## config.mk

```make
export PLATFORM = sky130hd
export DESIGN_NAME = tcs_timer
export DESIGN_NICKNAME = d
export VERILOG_FILES = /design/src/shared/tcs_pkg.sv /design/src/logic/tcs_timer.sv
export SDC_FILE = /design/constraint.sdc
export NUM_CORES = 1
export LEC_CHECK = 0
export BUFFER_PORTS_ARGS = -buffer_cell sky130_fd_sc_hd__buf_2
export CAP_MARGIN = 20
export CORE_ASPECT_RATIO = 1.5
export CORE_MARGIN = 2
export CORE_UTILIZATION = 50
export DETAILED_ROUTE_END_ITERATION = 10
export PLACE_DENSITY_LB_ADDON = 0.2
export SLEW_MARGIN = 20
export SYNTH_ARGS = -nofsm -noshare
export SYNTH_HDL_FRONTEND = slang
export SYNTH_SLANG_ARGS = --single-unit
```

## constraint.sdc

```tcl
create_clock -name clk -period 3.9 [get_ports clk]
set_input_delay 0.975 -clock clk [delete_from_list [all_inputs] [get_ports clk]]
set_output_delay 0.975 -clock clk [all_outputs]
set_load 0.01 [all_outputs]
```

## src/shared/tcs_pkg.sv

```systemverilog
// Overview of operation
// - Control bit 2 picks capture or compare
// - Compare match with counter raises match request
// - Edge code 00 fall, 01 rise, 11 both
// - Second register not loaded by reset
// - Zero second register matches after counter overflow
// - 16-bit counter advances per pulse, reset clears
// - Counter read captures through second register in capture mode with a non-pin count source
// - Clock select resets zero, byte writable
// - Three-bit field selects count source
// - Four-bit field selects clock output rate
// - Clock output driven only while enabled
// - Pin edge filtered by sampling clock choice
// - Mode bit sets main clock full or half
// - Mode field zero stops and clears counter
`default_nettype none
package tcs_pkg;
    localparam logic [15:0] TCS_ADDR_CLKSEL = 16'hff40;
    localparam logic [15:0] TCS_ADDR_MODE   = 16'hff44;
    localparam logic [15:0] TCS_ADDR_OSC    = 16'hff48;
    localparam logic [15:0] TCS_ADDR_CAPCTL = 16'hff4c;
    localparam logic [15:0] TCS_ADDR_EDGE   = 16'hff50;
    localparam logic [15:0] TCS_ADDR_SAMPLE = 16'hff54;
    localparam logic [15:0] TCS_ADDR_CCSEC  = 16'hff58;
    localparam logic [15:0] TCS_ADDR_COUNT  = 16'hff5c;
    localparam logic [15:0] TCS_ADDR_STATUS = 16'hff60;
    localparam logic [15:0] TCS_ADDR_MASK   = 16'hff64;
    localparam logic [15:0] TCS_ADDR_CCFST  = 16'hff68;
    localparam logic [7:0]  TCS_CLKSEL_RST  = 8'h00;
    localparam logic [7:0]  TCS_CAPCTL_RST  = 8'h04;
    localparam int          TCS_CAPSEL_BIT  = 2;
    localparam int          TCS_CLKOE_BIT   = 7;
    localparam logic [2:0]  TCS_SRC_PIN     = 3'h0;
    localparam logic [2:0]  TCS_SRC_2FXX    = 3'h1;
    localparam logic [2:0]  TCS_SRC_FXX     = 3'h2;
    localparam logic [2:0]  TCS_SRC_FXX2    = 3'h3;
    localparam logic [2:0]  TCS_SRC_FXX4    = 3'h4;
    localparam logic [2:0]  TCS_SRC_WATCH   = 3'h7;
    localparam logic [3:0]  TCS_CO_SUB      = 4'h0;
    localparam logic [3:0]  TCS_CO_FIRST    = 4'h5;
    localparam logic [3:0]  TCS_CO_LAST     = 4'hc;
    localparam logic [1:0]  TCS_EDGE_FALL   = 2'h0;
    localparam logic [1:0]  TCS_EDGE_RISE   = 2'h1;
    localparam logic [1:0]  TCS_EDGE_BOTH   = 2'h3;
    localparam logic [2:0]  TCS_MODE_STOP   = 3'h0;
    localparam logic [2:0]  TCS_MODE_EDGCLR = 3'h4;
    localparam logic [2:0]  TCS_MODE_MATCLR = 3'h6;
    localparam int          TCS_ST_MATCH    = 0;
    localparam int          TCS_ST_CAPT     = 1;
    localparam int          TCS_ST_OVF      = 2;
    localparam int          TCS_ST_W        = 3;
    localparam int          TCS_PRE_W       = 9;
    localparam int          TCS_SAMPLE_BASE = 5;
    localparam logic [15:0] TCS_COUNT_MAX   = 16'hffff;
    localparam logic [1:0]  TCS_RESP_OKAY   = 2'h0;
    localparam logic [1:0]  TCS_RESP_SLVERR = 2'h2;
endpackage
`default_nettype wire

```

## src/logic/tcs_timer.sv

```systemverilog
`timescale 1ns/10ps
`default_nettype none
module tcs_timer
    import tcs_pkg::*;
(
    input  wire logic        clk,
    input  wire logic        reset_n,
    input  wire logic [15:0] s_axi_awaddr,
    input  wire logic        s_axi_awvalid,
    output logic             s_axi_awready,
    input  wire logic [31:0] s_axi_wdata,
    input  wire logic [3:0]  s_axi_wstrb,
    input  wire logic        s_axi_wvalid,
    output logic             s_axi_wready,
    output logic [1:0]       s_axi_bresp,
    output logic             s_axi_bvalid,
    input  wire logic        s_axi_bready,
    input  wire logic [15:0] s_axi_araddr,
    input  wire logic        s_axi_arvalid,
    output logic             s_axi_arready,
    output logic [31:0]      s_axi_rdata,
    output logic [1:0]       s_axi_rresp,
    output logic             s_axi_rvalid,
    input  wire logic        s_axi_rready,
    input  wire logic        edgeInput,
    input  wire logic        watchTimerOutput,
    input  wire logic        subsystemClock,
    output logic             programmableClockOut,
    output logic             clkoutEnable,
    output logic             secondMatchIrq,
    output logic             irq
);
    logic [7:0]  clkSel_r;
    logic [2:0]  mode_r;
    logic        oscMode_r;
    logic [7:0]  capCtl_r;
    logic [1:0]  edgeCode_r;
    logic [1:0]  sampleSel_r;
    logic [15:0] ccSecond_r;
    logic [15:0] ccFirst_r;
    logic [15:0] count_r;
    logic [15:0] count_nxt;
    logic [TCS_ST_W-1:0] status_r;
    logic [TCS_ST_W-1:0] mask_r;
    logic [TCS_PRE_W-1:0] pre_r;
    logic [15:0] awAddr_r;
    logic [31:0] wData_r;
    logic [3:0]  wStrb_r;
    logic        awHeld_r;
    logic        wHeld_r;
    logic        doWrite;
    logic        doRead;
    logic        rdHit;
    logic [31:0] rdVal;
    logic        pinSync1_r;
    logic        pinSync2_r;
    logic        pinSmp_r;
    logic        pinLvl_r;
    logic        pinLvlPrev_r;
    logic        watchSync1_r;
    logic        watchSync2_r;
    logic        watchPrev_r;
    logic        validEdge;
    logic        watchEdge;
    logic        sampleTick;
    logic        countTick;
    logic        running;
    logic        captureMode;
    logic        clearNow;
    logic        matchEvt;
    logic        ovfEvt;
    logic        captEvt;
    logic        readCapture;
    logic        clkOutVal;
    logic [3:0]  coDiv;

    // Tick once every 2^k clocks of the prescaler
    function automatic logic divTick(input logic [TCS_PRE_W-1:0] p,
                                     input logic [3:0]           k);
        logic t;
        t = 1'b1;
        for (int i = 0; i < TCS_PRE_W; i++)
        begin
            if (i < int'(k))
                t = t & p[i];
        end
        return t;
    endfunction

    // AXI4-Lite slave, one write and one read at a time
    assign s_axi_awready = !awHeld_r && !s_axi_bvalid;
    assign s_axi_wready  = !wHeld_r && !s_axi_bvalid;
    assign s_axi_arready = !s_axi_rvalid;
    assign doWrite = awHeld_r && wHeld_r && !s_axi_bvalid;
    assign doRead  = s_axi_arvalid && s_axi_arready;

    always_ff @(posedge clk or negedge reset_n)
    begin
        if (!reset_n)
        begin
            awHeld_r <= 1'b0;
            wHeld_r  <= 1'b0;
            awAddr_r <= 16'h0000;
            wData_r  <= 32'h00000000;
            wStrb_r  <= 4'h0;
            s_axi_bvalid <= 1'b0;
            s_axi_bresp  <= TCS_RESP_OKAY;
        end
        else
        begin
            if (s_axi_awvalid && s_axi_awready)
            begin
                awHeld_r <= 1'b1;
                awAddr_r <= s_axi_awaddr;
            end
            if (s_axi_wvalid && s_axi_wready)
            begin
                wHeld_r <= 1'b1;
                wData_r <= s_axi_wdata;
                wStrb_r <= s_axi_wstrb;
            end
            if (doWrite)
            begin
                awHeld_r <= 1'b0;
                wHeld_r  <= 1'b0;
                s_axi_bvalid <= 1'b1;
                s_axi_bresp  <= (awAddr_r > TCS_ADDR_CCFST ||
                                 awAddr_r < TCS_ADDR_CLKSEL ||
                                 awAddr_r[1:0] != 2'h0)
                                ? TCS_RESP_SLVERR : TCS_RESP_OKAY;
            end
            else if (s_axi_bvalid && s_axi_bready)
                s_axi_bvalid <= 1'b0;
        end
    end

    always_comb
    begin
        rdHit = 1'b1;
        rdVal = 32'h00000000;
        case (s_axi_araddr)
            TCS_ADDR_CLKSEL: rdVal[7:0] = clkSel_r;
            TCS_ADDR_MODE:   rdVal[2:0] = mode_r;
            TCS_ADDR_OSC:    rdVal[0]   = oscMode_r;
            TCS_ADDR_CAPCTL: rdVal[7:0] = capCtl_r;
            TCS_ADDR_EDGE:   rdVal[1:0] = edgeCode_r;
            TCS_ADDR_SAMPLE: rdVal[1:0] = sampleSel_r;
            TCS_ADDR_CCSEC:  rdVal[15:0] = ccSecond_r;
            TCS_ADDR_COUNT:  rdVal[15:0] = count_r;
            TCS_ADDR_STATUS: rdVal[TCS_ST_W-1:0] = status_r;
            TCS_ADDR_MASK:   rdVal[TCS_ST_W-1:0] = mask_r;
            TCS_ADDR_CCFST:  rdVal[15:0] = ccFirst_r;
            default:         rdHit = 1'b0;
        endcase
    end

    always_ff @(posedge clk or negedge reset_n)
    begin
        if (!reset_n)
        begin
            s_axi_rvalid <= 1'b0;
            s_axi_rdata  <= 32'h00000000;
            s_axi_rresp  <= TCS_RESP_OKAY;
        end
        else if (doRead)
        begin
            s_axi_rvalid <= 1'b1;
            s_axi_rdata  <= rdVal;
            s_axi_rresp  <= rdHit ? TCS_RESP_OKAY : TCS_RESP_SLVERR;
        end
        else if (s_axi_rready)
            s_axi_rvalid <= 1'b0;
    end

    // Control registers
    always_ff @(posedge clk or negedge reset_n)
    begin
        if (!reset_n)
        begin
            clkSel_r    <= TCS_CLKSEL_RST;
            mode_r      <= TCS_MODE_STOP;
            oscMode_r   <= 1'b0;
            capCtl_r    <= TCS_CAPCTL_RST;
            edgeCode_r  <= TCS_EDGE_FALL;
            sampleSel_r <= 2'h0;
            mask_r      <= '0;
            ccFirst_r   <= 16'h0000;
        end
        else if (doWrite && wStrb_r[0])
        begin
            case (awAddr_r)
                TCS_ADDR_CLKSEL: clkSel_r <= wData_r[7:0];
                TCS_ADDR_MODE:   mode_r <= wData_r[2:0];
                TCS_ADDR_OSC:    oscMode_r <= wData_r[0];
                TCS_ADDR_CAPCTL: capCtl_r <= wData_r[7:0];
                TCS_ADDR_EDGE:   edgeCode_r <= wData_r[1:0];
                TCS_ADDR_SAMPLE: sampleSel_r <= wData_r[1:0];
                TCS_ADDR_MASK:   mask_r <= wData_r[TCS_ST_W-1:0];
                TCS_ADDR_CCFST:
                begin
                    if (wStrb_r[1])
                        ccFirst_r <= wData_r[15:0];
                end
                default: ;
            endcase
        end
    end

    // Free-running prescaler; fxx is fx or fx/2
    always_ff @(posedge clk or negedge reset_n)
    begin
        if (!reset_n)
            pre_r <= '0;
        else
            pre_r <= pre_r + 1'b1;
    end

    // Synchronise pin and watch timer, filter pin by sampling clock
    assign sampleTick = divTick(pre_r, 4'(TCS_SAMPLE_BASE) + 4'(sampleSel_r));
    always_ff @(posedge clk or negedge reset_n)
    begin
        if (!reset_n)
        begin
            pinSync1_r   <= 1'b0;
            pinSync2_r   <= 1'b0;
            pinSmp_r     <= 1'b0;
            pinLvl_r     <= 1'b0;
            pinLvlPrev_r <= 1'b0;
            watchSync1_r <= 1'b0;
            watchSync2_r <= 1'b0;
            watchPrev_r  <= 1'b0;
        end
        else
        begin
            pinSync1_r   <= edgeInput;
            pinSync2_r   <= pinSync1_r;
            watchSync1_r <= watchTimerOutput;
            watchSync2_r <= watchSync1_r;
            watchPrev_r  <= watchSync2_r;
            pinLvlPrev_r <= pinLvl_r;
            if (sampleTick)
            begin
                pinSmp_r <= pinSync2_r;
                if (pinSmp_r == pinSync2_r)
                    pinLvl_r <= pinSync2_r;
            end
        end
    end

    always_comb
    begin
        case (edgeCode_r)
            TCS_EDGE_FALL: validEdge = pinLvlPrev_r && !pinLvl_r;
            TCS_EDGE_RISE: validEdge = !pinLvlPrev_r && pinLvl_r;
            TCS_EDGE_BOTH: validEdge = pinLvlPrev_r != pinLvl_r;
            default:       validEdge = 1'b0;
        endcase
    end
    assign watchEdge = watchSync2_r && !watchPrev_r;

    // Count source select; mode bit clear halves fxx
    always_comb
    begin
        case (clkSel_r[6:4])
            TCS_SRC_PIN:   countTick = validEdge;
            TCS_SRC_2FXX:  countTick = oscMode_r ? divTick(pre_r, 4'h0) : 1'b1;
            TCS_SRC_FXX:   countTick = divTick(pre_r, 4'h0 + 4'(!oscMode_r));
            TCS_SRC_FXX2:  countTick = divTick(pre_r, 4'h1 + 4'(!oscMode_r));
            TCS_SRC_FXX4:  countTick = divTick(pre_r, 4'h2 + 4'(!oscMode_r));
            TCS_SRC_WATCH: countTick = watchEdge;
            default:       countTick = 1'b0;
        endcase
    end

    // Counter
    assign running = mode_r != TCS_MODE_STOP;
    assign captureMode = capCtl_r[TCS_CAPSEL_BIT];
    assign clearNow = (mode_r[2:1] == TCS_MODE_EDGCLR[2:1] && validEdge) ||
                      (mode_r[2:1] == TCS_MODE_MATCLR[2:1] &&
                       countTick && count_r == ccFirst_r);
    always_comb
    begin
        count_nxt = count_r;
        if (!running)
            count_nxt = 16'h0000;
        else if (clearNow)
            count_nxt = 16'h0000;
        else if (countTick)
            count_nxt = count_r + 1'b1;
    end
    assign ovfEvt = running && countTick && !clearNow &&
                    count_r == TCS_COUNT_MAX;
    // Match only when the count moves, so zero hits right after wrap
    assign matchEvt = running && !captureMode && count_nxt != count_r &&
                      count_nxt == ccSecond_r;
    assign captEvt = running && captureMode && validEdge;
    assign readCapture = doRead && s_axi_araddr == TCS_ADDR_COUNT &&
                         captureMode && clkSel_r[6:4] != TCS_SRC_PIN;

    always_ff @(posedge clk or negedge reset_n)
    begin
        if (!reset_n)
            count_r <= 16'h0000;
        else
            count_r <= count_nxt;
    end

    // Second register has no reset value
    always_ff @(posedge clk)
    begin
        if (captEvt)
            ccSecond_r <= count_r;
        else if (readCapture)
            ccSecond_r <= count_r;
        else if (doWrite && awAddr_r == TCS_ADDR_CCSEC && &wStrb_r[1:0])
            ccSecond_r <= wData_r[15:0];
    end

    // Sticky status, cleared by read, set wins
    always_ff @(posedge clk or negedge reset_n)
    begin
        if (!reset_n)
        begin
            status_r       <= '0;
            secondMatchIrq <= 1'b0;
        end
        else
        begin
            secondMatchIrq <= matchEvt;
            if (doRead && s_axi_araddr == TCS_ADDR_STATUS)
                status_r <= '0;
            if (matchEvt)
                status_r[TCS_ST_MATCH] <= 1'b1;
            if (captEvt)
                status_r[TCS_ST_CAPT] <= 1'b1;
            if (ovfEvt)
                status_r[TCS_ST_OVF] <= 1'b1;
        end
    end
    assign irq = |(status_r & mask_r);

    // Clock output, fxx/2^n from prescaler taps
    assign coDiv = clkSel_r[3:0] - TCS_CO_FIRST + 4'(!oscMode_r);
    always_comb
    begin
        clkOutVal = 1'b0;
        if (clkSel_r[3:0] == TCS_CO_SUB)
            clkOutVal = subsystemClock;
        else if (clkSel_r[3:0] >= TCS_CO_FIRST &&
                 clkSel_r[3:0] <= TCS_CO_LAST)
            clkOutVal = (coDiv == 4'h0) ? pre_r[0] : pre_r[coDiv - 1'b1];
    end
    always_ff @(posedge clk or negedge reset_n)
    begin
        if (!reset_n)
            programmableClockOut <= 1'b0;
        else
            programmableClockOut <= clkSel_r[TCS_CLKOE_BIT] && clkOutVal;
    end
    assign clkoutEnable = clkSel_r[TCS_CLKOE_BIT];

    a_stop_clears: assert property (
        @(posedge clk) disable iff (!reset_n)
        !running |=> count_r == 16'h0000)
        else $error("counter not cleared while stopped");
    a_count_step: assert property (
        @(posedge clk) disable iff (!reset_n)
        running && countTick && !clearNow |=>
        count_r == $past(count_r) + 16'h0001)
        else $error("counter did not advance");
    a_match_pulse: assert property (
        @(posedge clk) disable iff (!reset_n)
        matchEvt |=> secondMatchIrq && status_r[TCS_ST_MATCH])
        else $error("match not reported");
    a_zero_wrap: assert property (
        @(posedge clk) disable iff (!reset_n)
        ovfEvt && !captureMode && ccSecond_r == 16'h0000 |=>
        secondMatchIrq)
        else $error("zero compare missed after wrap");
    a_capture_load: assert property (
        @(posedge clk) disable iff (!reset_n)
        captEvt |=> ccSecond_r == $past(count_r))
        else $error("capture value wrong");
    a_read_capture: assert property (
        @(posedge clk) disable iff (!reset_n)
        readCapture |=> ccSecond_r == $past(count_r) && s_axi_rvalid)
        else $error("counter read did not capture");
    a_clkout_gate: assert property (
        @(posedge clk) disable iff (!reset_n)
        !clkSel_r[TCS_CLKOE_BIT] |=> !programmableClockOut)
        else $error("clock output active while disabled");
    a_pin_sync: assert property (
        @(posedge clk) disable iff (!reset_n)
        validEdge |-> $past(pinSync2_r, 2) == pinLvl_r)
        else $error("pin edge not filtered");
    a_irq_level: assert property (@(posedge clk) disable iff (!reset_n)
        $rose(status_r[TCS_ST_OVF]) && mask_r[TCS_ST_OVF] |-> irq)
        else $error("irq not raised");
endmodule
`default_nettype wire

```

### After elaboration in Yosys (flattened, before gate mapping)

Index checks and enable logic that the tools add are counted.

| word-level totals | value |
|---|---|
| register bits after elaboration | 155 |
| bits in latches | 0 |
| memory bits (writable) | 0 |
| memory bits (read-only) | 0 |
| input port bits | 78 |
| output and inout bits | 45 |
| logic and storage cells | 315 |
| memories kept | 0 |

| operators by class | value |
|---|---|
| $add $sub $neg | 8 |
| multipliers | 0 |
| div/mod/pow operators | 0 |
| $lt $le $gt $ge | 41 |
| eq/ne operators | 35 |
| shift operators | 0 |
| muxes and demuxes | 93 |
| bitwise operators | 33 |
| reductions and logical operators | 71 |

Operators with widths:

| operator | count |
|---|---|
| 16-bit == test, second input constant | 21 |
| 16-bit two-way mux | 6 |
| 1-bit two-way mux | 76 |
| 1-bit AND | 32 |
| 16-bit == test | 2 |
| 1-bit logical AND | 31 |
| 5-bit one-hot mux with 5 select lines | 1 |
| 8-bit one-hot mux with 3 select lines | 1 |
| 2-bit AND reduction | 9 |
| 16-bit by 1-bit adder with 16-bit output, second input constant | 1 |
| 16-bit greater-than comparator, second input constant | 1 |
| 16-bit less-than comparator, second input constant | 1 |
| 3-bit by 4-bit less-than comparator with 1-bit output, first input constant | 4 |
| 16-bit != test | 1 |
| 2-bit nonzero test | 8 |
| 3-bit by 1-bit less-than comparator with 1-bit output, first input constant | 4 |
| 3-bit by 2-bit less-than comparator with 1-bit output, first input constant | 4 |
| 3-bit less-than comparator, first input constant | 4 |
| 1-bit one-hot mux with 11 select lines | 1 |
| 11-bit OR reduction | 1 |
| 1-bit zero test | 10 |
| 1-bit one-hot mux with 10 select lines | 1 |
| 9-bit by 1-bit adder with 9-bit output, second input constant | 1 |
| 3-bit nonzero test | 3 |
| 41 further kinds | 57 |

### Depth between registers and ports, before layout

Gate-level depths: netlist of the first run.

| logic depth | value |
|---|---|
| depth after elaboration | 38 |
| gate-level depth with buffers | 15 |
| gate-level depth less buffers | 12 |

### Worst setup path before layout of the first run

Ideal clock, no wire load.

| timing path | value |
|---|---|
| path type | input to register |
| start point | input s_axi_araddr[14] |
| end point | register ccSecond_r[0] (enable) |
| setup time | 0.373 ns |
| data arrival time | 3.170 ns |
| data required time | 3.527 ns |
| path slack | 0.357 ns |
| cell stages on the path | 9 |
| path buffers | 2 |
| path through | nand4_1 -> or4_1 -> nor3_1 -> and4_1 -> clkbuf_1 -> nand4_1 -> nand2_1 -> buf_2 -> a41o_1 |

| between the ends | value |
|---|---|
| cells in the longest elaborated chain, start to end | 5 |

Ends and longest elaborated chain:

| item | line | text |
|---|---|---|
| start: declaration | tcs_timer.sv:18 | `input wire logic [15:0] s_axi_araddr,` |
| 16-bit == test | tcs_timer.sv:297 | `assign readCapture = doRead && s_axi_araddr == TCS_ADDR_COUNT &&` |
| 1-bit logical AND (2 in a row) | tcs_timer.sv:297 |  |
| 1-bit logical AND | tcs_timer.sv:298 | `captureMode && clkSel_r[6:4] != TCS_SRC_PIN;` |
| 3-bit nonzero test (no line) | - |  |
| end signal: assignment | tcs_timer.sv:312 | `ccSecond_r <= count_r;` |
| end signal: assignment | tcs_timer.sv:314 | `ccSecond_r <= count_r;` |
| end signal: assignment | tcs_timer.sv:316 | `ccSecond_r <= wData_r[15:0];` |
| end: declaration | tcs_timer.sv:39 | `logic [15:0] ccSecond_r;` |

No other way between the ends.
A chain may end at the register's enable or synchronous reset.

### Final worst setup path of the first run

| timing path | value |
|---|---|
| start point | register pre_r[1] |
| end point | register status_r[0] |

| between the ends | value |
|---|---|
| cells in the longest elaborated chain, start to end | 33 |
| elaborated cells between the ends (all ways) | 82 |
| those cells by class | eq/ne (2); mux (50); bitwise (24); reduce/logical (6) |

Ends and longest elaborated chain:

| item | line | text |
|---|---|---|
| start: declaration | tcs_timer.sv:45 | `logic [TCS_PRE_W-1:0] pre_r;` |
| start signal: assignment | tcs_timer.sv:215 | `pre_r <= pre_r + 1'b1;` |
| 1-bit AND | tcs_timer.sv:85 | `t = t & p[i];` |
| 1-bit two-way mux | tcs_timer.sv:84 | `if (i < int'(k))` |
| 1-bit two-way mux | tcs_timer.sv:264 | `case (clkSel_r[6:4])` |
| 1-bit AND | tcs_timer.sv:85 |  |
| 1-bit two-way mux | tcs_timer.sv:84 |  |
| 1-bit two-way mux | tcs_timer.sv:264 |  |
| 1-bit AND | tcs_timer.sv:85 |  |
| 1-bit two-way mux | tcs_timer.sv:84 |  |
| [... 18 more ...] | - |  |
| 1-bit logical OR | tcs_timer.sv:278 | `assign clearNow = (mode_r[2:1] == TCS_MODE_EDGCLR[2:1] && validEdge) \|\|` |
| 16-bit two-way mux * | tcs_timer.sv:286 | `else if (clearNow)` |
| 16-bit two-way mux * | tcs_timer.sv:284 | `if (!running)` |
| 16-bit != test | tcs_timer.sv:294 | `assign matchEvt = running && !captureMode && count_nxt != count_r &&` |
| 1-bit logical AND | tcs_timer.sv:294 |  |
| 1-bit logical AND * | tcs_timer.sv:294 |  |
| named net matchEvt | tcs_timer.sv:70 | `logic matchEvt;` |
| 1-bit two-way mux / 2-bit nonzero test (equally long branches) | - |  |
| end signal: assignment | tcs_timer.sv:331 | `status_r <= '0;` |
| end signal: indexed assignment | tcs_timer.sv:333 | `status_r[TCS_ST_MATCH] <= 1'b1;` |
| end signal: indexed assignment | tcs_timer.sv:335 | `status_r[TCS_ST_CAPT] <= 1'b1;` |
| end: declaration | tcs_timer.sv:43 | `logic [TCS_ST_W-1:0] status_r;` |

The timed path passes the listed nets; every way through them passes the cells marked *. The select of a mux whose other input is x is not followed.

==> results.sh, run 1 <==
export IMPL_routedWlPerCell_um=20.7
export IMPL_synth_edf_count=16
export IMPL_die_y_um=162
export IMPL_numCtsBuffers=17
export IMPL_holdCritPathClass="reg -> reg"
export IMPL_grt_pass1_wl_um=35200
export IMPL_antenna_found_initial=0
export IMPL_start_kind="register"
export IMPL_hold_viol_final=0
export IMPL_clock_fmax_ghz=0.284
export IMPL_slew_violations=0
export IMPL_place_area_mm2=0.00896
export IMPL_worst_r2r_endpoint="status_r[0]$_DFFE_PN0P_"
export IMPL_clk_latency_ns=0.42
export IMPL_synth_cell_type_count=78
export IMPL_synth_area_mm2=0.00833
export IMPL_yosysSeqAreaShare=0.469
export IMPL_ff2ff_path_depth=11
export IMPL_worstPathArrival_ns=3.83
export IMPL_finalSetupViolCount=0
export IMPL_cts_clk_slew_worst_paths_ns=0.06
export IMPL_core_mm2=0.0163
export IMPL_crit_path_max_fanout=9
export IMPL_worstMarginPinSlew_ns=0.948
export IMPL_drt_initial_drc_count=503
export IMPL_overflow=0
export IMPL_switching_power_uw=1140
export IMPL_yosysTopAreaCellShare=0.408
export IMPL_fin_nets=936
export IMPL_dp_hpwl_um=16600
export IMPL_vias_per_cell=6.06
export IMPL_grt_usage=0.260
export IMPL_port_buffers=86
export IMPL_synth_most_common_cell="dfrtp_1"
export IMPL_r2r_setup_slack_ns=0.38
export IMPL_drc=0
export IMPL_synthCells=765
export IMPL_syn_to_final_growth_pct=14.3
export IMPL_hp_start="watchSync1_r$_DFF_PN0_"
export IMPL_die_w_um=109
export IMPL_intPower_uw=3130
export IMPL_status="completed"
export IMPL_drive_above_1_share=0.292
export IMPL_p_clk_frac=0.369
export IMPL_rsz0062_at_grt="no"
export IMPL_cts_resized=0
export IMPL_gp_congestion=0.943
export IMPL_fill_cells=1379
export IMPL_yosysWarningCount=0
export IMPL_p_leak_uw=0.00417
export IMPL_required_ns=4.21
export IMPL_power_density_mw_per_mm2=449
export IMPL_ir_drop_mv=0.451
export IMPL_drt_pass1_iterations=5
export IMPL_synth_top_cell_by_area="dfrtp_1"
export IMPL_synth_commonest_cells="dfrtp_1 (136), mux2_2 (95), nand2_1 (50)"
export IMPL_cts_hold_fix_buffers=0
export IMPL_vias=6469
export IMPL_rows=57
export IMPL_fin_area_mm2=0.00953
export IMPL_seq_power_share=0.490
export IMPL_htreeDepth=4
export IMPL_yosys_top_cells_area="dfrtp_1 (41%), mux2_2 (13%), edfxtp_1 (5.8%)"
export IMPL_antenna_cells=0
export IMPL_r2r_start="pre_r[1]$_DFF_PN0_"
export IMPL_start_util=0.513
export IMPL_min_period_ns=3.52
export IMPL_grt_max_degree=78
export IMPL_switching_share=0.267
export IMPL_path_class="reg -> reg"
export IMPL_finalSetupTns_ns=0
export IMPL_wl_um=22100
export IMPL_cts_tree="yes"
export IMPL_finalPower_uw=4280
export IMPL_hold_depth=0
export IMPL_pwr_share_comb=0.141
export IMPL_die_area_mm2=0.0177
export IMPL_synthFlopType="dfrtp_1"
export IMPL_maxSlewHeadroom=0.368
export IMPL_async_flop_share=0.895
export IMPL_critPathCaptureType="register"
export IMPL_post_cts_buffers=0
export IMPL_cts_root_buffer="clkbuf_16"
export IMPL_cts_sinks=153
export IMPL_clk_path_buf_depth=2
export IMPL_first_global_vias=6648
export IMPL_avgSynthCellArea_um2=10.9
export IMPL_synth_seq_cells=153
export IMPL_worstHoldEndpoint="watchSync2_r$_DFF_PN0_"
export IMPL_post_route_period_util=0.903
export IMPL_ant_nets=0
export IMPL_maxCapViolCount=0
export IMPL_pin_count=123
export IMPL_fin_skew_ns=0.00782
stage by stage:
stage | instances | utilization | hold slack, ns | setup slack, ns
floorplan | 782 | - | 0.331 | 0.357
global placement | 1037 | 0.551 | 0.336 | 0.453
detailed placement | 1037 | 0.551 | 0.337 | 0.393
global route | 1068 | 0.586 | 0.352 | 0.187
finish | 1068 | 0.586 | 0.348 | 0.379
CTS | 1068 | 0.586 | 0.351 | 0.411
sequential cells by signal (all words and copies together), names as in the netlist, 8 cells and up:
name,count
wData_r,16
awAddr_r,16
ccFirst_r,16
capCtl_r,8
ccSecond_r,16
count_r,16
clkSel_r,8
s_axi_rdata,16
pre_r,9
worst max-delay path by stage:
stage | start | endpoint | slack [ns] | cells past startpoint
4_1_cts | pre_r[1]$_DFF_PN0_ | status_r[0]$_DFFE_PN0P_ | 0.41 | 11
3_5_place_dp | s_axi_araddr[14] | ccSecond_r[3]$_DFFE_PP_ | 0.39 | 10
6_report | pre_r[1]$_DFF_PN0_ | status_r[0]$_DFFE_PN0P_ | 0.38 | 11
5_1_grt | pre_r[1]$_DFF_PN0_ | status_r[0]$_DFFE_PN0P_ | 0.19 | 11
2_1_floorplan | s_axi_araddr[14] | ccSecond_r[0]$_DFFE_PP_ | 0.36 | 9
3_3_place_gp | s_axi_araddr[14] | ccSecond_r[4]$_DFFE_PP_ | 0.45 | 10
per-layer routing:
| metal | GRT usage | up-vias | share of wire | wire, um |
|---|---|---|---|---|
| li1 | - | 2985 | - | - |
| met1 | 0.309 | 3203 | 0.38 | 8430 |
| met2 | 0.452 | 226 | 0.53 | 11700 |
| met3 | 0.0401 | 55 | 0.044 | 974 |
| met4 | 0.127 | 0 | 0.045 | 997 |
| met5 | 0 | - | 0 | 0 |
area by class of cell:
| class | instances | area [um2] | share of cell area |
|---|---|---|---|
| flip-flops and latches | 153 | 3910 | 0.410 |
| clock buffers | 22 | 475 | 0.0499 |
| multi-input cells | 546 | 4080 | 0.428 |
| repair buffers | 111 | 637 | 0.0668 |
| well taps | 206 | 258 | 0.0270 |
| inverters | 21 | 78.8 | 0.00827 |
| clock inverters | 9 | 90.1 | 0.00945 |
critical path, stage by stage (launching register included):
cell and delay [ns]:
dfrtp_1 0.42, ha_1 0.29, nor4b_1 0.40, a211oi_2 0.16, o21a_1 0.31, buf_4 0.19, a31oi_1 0.56, o21ai_0 0.20
a32oi_1 0.33, a221oi_1 0.10, and4_1 0.28, a21o_1 0.16
power groups by stage:
| stage | clock, uW | sequential [uW] | combinational (uW) |
|---|---|---|---|
| 3_5_place_dp | 0 | 2120 | 613 |
| 6_report | 1580 | 2090 | 604 |
| 5_1_grt | 1660 | 2130 | 670 |
| 2_1_floorplan | 0 | 2020 | 464 |
| 3_3_place_gp | 0 | 2100 | 583 |
| 4_1_cts | 1610 | 2090 | 616 |
layout by cell type (no fill, tap or decap), drive strengths merged, types with 4 or more instances in the layout:
| cell type | synthesis | routed |
|---|---|---|
| dfrtp | 136 | 136 |
| buf | 30 | 111 |
| mux2 | 95 | 95 |
| nand2 | 50 | 50 |
| nor2 | 45 | 45 |
| o21ai | 34 | 34 |
| xnor2 | 30 | 30 |
| inv | 21 | 24 |
| nor3 | 23 | 23 |
| clkbuf | 32 | 22 |
| a21oi | 19 | 19 |
| nand4 | 18 | 18 |
| conb | 1 | 18 |
| nand3 | 17 | 17 |
| edfxtp | 16 | 16 |
| a222oi | 14 | 14 |
| and3 | 11 | 11 |
| mux2i | 11 | 11 |
| nor4 | 11 | 11 |
| and2 | 10 | 10 |
| nor2b | 9 | 9 |
| xor2 | 8 | 8 |
| ha | 8 | 8 |
| nand2b | 6 | 6 |
| a31oi | 6 | 6 |
| o2111ai | 6 | 6 |
| a21o | 6 | 6 |
| o211ai | 6 | 6 |
| a41oi | 5 | 5 |
| o21a | 4 | 4 |
| nand3b | 4 | 4 |
| a22oi | 4 | 4 |
| or4 | 4 | 4 |
| mux4 | 4 | 4 |
| nor4b | 4 | 4 |
logic make-up after synthesis:
family	synth area share
fa+ha+maj	0.0120
simple gates	0.142
xor+xnor	0.0428
buf+inv	0.0497
other cells	0.000450
flops	0.469
compound gates	0.131
mux	0.152
Power figures use the tool's default switching activity.
==> run 2: changes to the inputs <==
Settings changed: CORE_UTILIZATION 50 to 56.
==> results.sh, run 2 (synthesis gave the netlist of run 1 again) <==
export IMPL_vias_per_cell=6.25
export IMPL_vias=6628
export IMPL_htreeDepth=4
export IMPL_start_util=0.574
export IMPL_worstPathArrival_ns=4.06
export IMPL_p_leak_uw=0.00420
export IMPL_cts_root_buffer="clkbuf_16"
export IMPL_ant_nets=0
export IMPL_maxSlewHeadroom=0.369
export IMPL_grt_pass1_wl_um=35100
export IMPL_path_class="reg -> reg"
export IMPL_slowest_stage="a2111oi_1"
export IMPL_first_global_vias=6721
export IMPL_cts_sinks=153
export IMPL_wl_um=21800
export IMPL_routedWlPerCell_um=20.6
export IMPL_grt_usage=0.281
export IMPL_drc=0
export IMPL_ir_drop_mv=0.373
export IMPL_crit_path_max_fanout=11
export IMPL_clk_path_buf_depth=2
export IMPL_hold_depth=0
export IMPL_slew_violations=0
export IMPL_die_w_um=104
export IMPL_clk_latency_ns=0.43
export IMPL_dp_hpwl_um=16100
export IMPL_fin_skew_ns=0.00763
export IMPL_rows=54
export IMPL_cts_tree="yes"
export IMPL_p_clk_frac=0.389
export IMPL_power_density_mw_per_mm2=462
export IMPL_holdCritPathClass="reg -> reg"
export IMPL_seq_power_share=0.472
export IMPL_port_buffers=86
export IMPL_clock_fmax_ghz=0.271
export IMPL_fin_nets=938
export IMPL_ff2ff_path_depth=12
export IMPL_cts_clk_slew_worst_paths_ns=0.06
export IMPL_critPathCaptureType="register"
export IMPL_crit_top_cell="ha_1"
export IMPL_post_cts_buffers=0
export IMPL_drive_above_1_share=0.297
export IMPL_die_y_um=153
export IMPL_post_route_period_util=0.946
export IMPL_required_ns=4.27
export IMPL_start_kind="register"
export IMPL_die_area_mm2=0.0159
export IMPL_gp_congestion=0.878
export IMPL_drt_pass1_iterations=8
export IMPL_hold_viol_final=0
export IMPL_final_common_cell="dfrtp_1"
export IMPL_switching_power_uw=1210
export IMPL_grt_max_degree=88
export IMPL_intPower_uw=3220
export IMPL_core_mm2=0.0145
export IMPL_antenna_found_initial=0
export IMPL_cp_cell_sequence="ha_1, ha_1, mux2i_1, o311ai_2, buf_4, o211ai_4, or3b_1, a2111oi_1, o21ai_1, a221oi_1, and4_1, a21o_1"
export IMPL_finalSetupViolCount=0
export IMPL_status="completed"
export IMPL_pwr_share_comb=0.139
export IMPL_finalSetupTns_ns=0
export IMPL_antenna_cells=0
export IMPL_drt_initial_drc_count=532
export IMPL_min_period_ns=3.69
export IMPL_worstMarginPinSlew_ns=0.946
export IMPL_max_stage_delay_ns=0.50
export IMPL_switching_share=0.273
export IMPL_syn_to_final_growth_pct=15.0
export IMPL_numCtsBuffers=17
export IMPL_maxCapViolCount=0
export IMPL_final_cell_mix="dfrtp_1 (136), mux2_2 (95), buf_2 (85)"
export IMPL_pin_count=123
export IMPL_overflow=0
export IMPL_utilization=0.660
-- run 2: cell count changes in the layout (fill, tap and decap cells not counted), sizes merged --
cell / change
buf: +2
clkinv: -1
inv: +4
clkbuf: -4
bufinv: +2
-- run 2: metal layers --
metal,vias to the layer above,wire (um),track usage
met4,0,988,0.144
li1,2993,-,-
met2,300,11400,0.493
met3,69,1460,0.0499
met5,-,0,0
met1,3266,7990,0.331
-- run 2: per-stage QoR --
stage	hold WS (ns)	area (um2)	total power, uW	setup WS [ns]	std cells
after global routing	0.368	9590	4610	-0.00975	1061
after floorplan	0.331	8400	2480	0.357	782
after detailed placement	0.339	8970	2740	0.308	1029
after global placement	0.332	8970	2690	0.358	1029
final	0.351	9590	4430	0.211	1061
after CTS	0.353	9580	4460	0.265	1061
-- run 2: final timing paths --
| check | from | end | slack [ns] |
|---|---|---|---|
| setup / recovery | pre_r[1]$_DFF_PN0_ | status_r[0]$_DFFE_PN0P_ | 0.21 |
| hold / removal | pinSync1_r$_DFF_PN0_ | pinSync2_r$_DFF_PN0_ | 0.35 |
| setup reg to reg | pre_r[1]$_DFF_PN0_ | status_r[0]$_DFFE_PN0P_ | 0.21 |
| hold reg to reg | pinSync1_r$_DFF_PN0_ | pinSync2_r$_DFF_PN0_ | 0.35 |
| max in group asynchronous | reset_n | s_axi_rdata[14]$_DFFE_PN0P_ | 2.54 |
| min in group asynchronous | reset_n | secondMatchIrq$_DFF_PN0_ | 0.62 |
-- run 2: worst max-delay path: cells and delay by family (launching register included) --
kind / cells / cell delay (ns)
fa+ha+maj: 2 / 0.56
compound gates: 6 / 1.53
mux: 1 / 0.10
flops: 1 / 0.42
simple gates: 2 / 0.76
buf+inv: 1 / 0.26
-- run 2: power by group through the flow --
stage / Sequential, uW / Clock (uW) / Combinational, uW
6_report: 2090 / 1720 / 614
5_1_grt: 2130 / 1810 / 677
4_1_cts: 2090 / 1750 / 624
3_5_place_dp: 2120 / 0 / 619
3_3_place_gp: 2100 / 0 / 583
2_1_floorplan: 2020 / 0 / 464
-- run 2: final cells by class --
| type | instances | area (um2) |
|---|---|---|
| fillers | 1163 | 4940 |
| multi-input cells | 546 | 4090 |
| flip-flops and latches | 153 | 3910 |
| repair buffers | 113 | 652 |
| clock buffers | 18 | 429 |
| well taps | 196 | 245 |
| clock inverters | 14 | 184 |
| inverters | 21 | 78.8 |
-- run 2: repair_timing --
item                       CTS  global route
hold buffers                 0             0
setup endpoints to repair    0             1
resized for setup            0             2
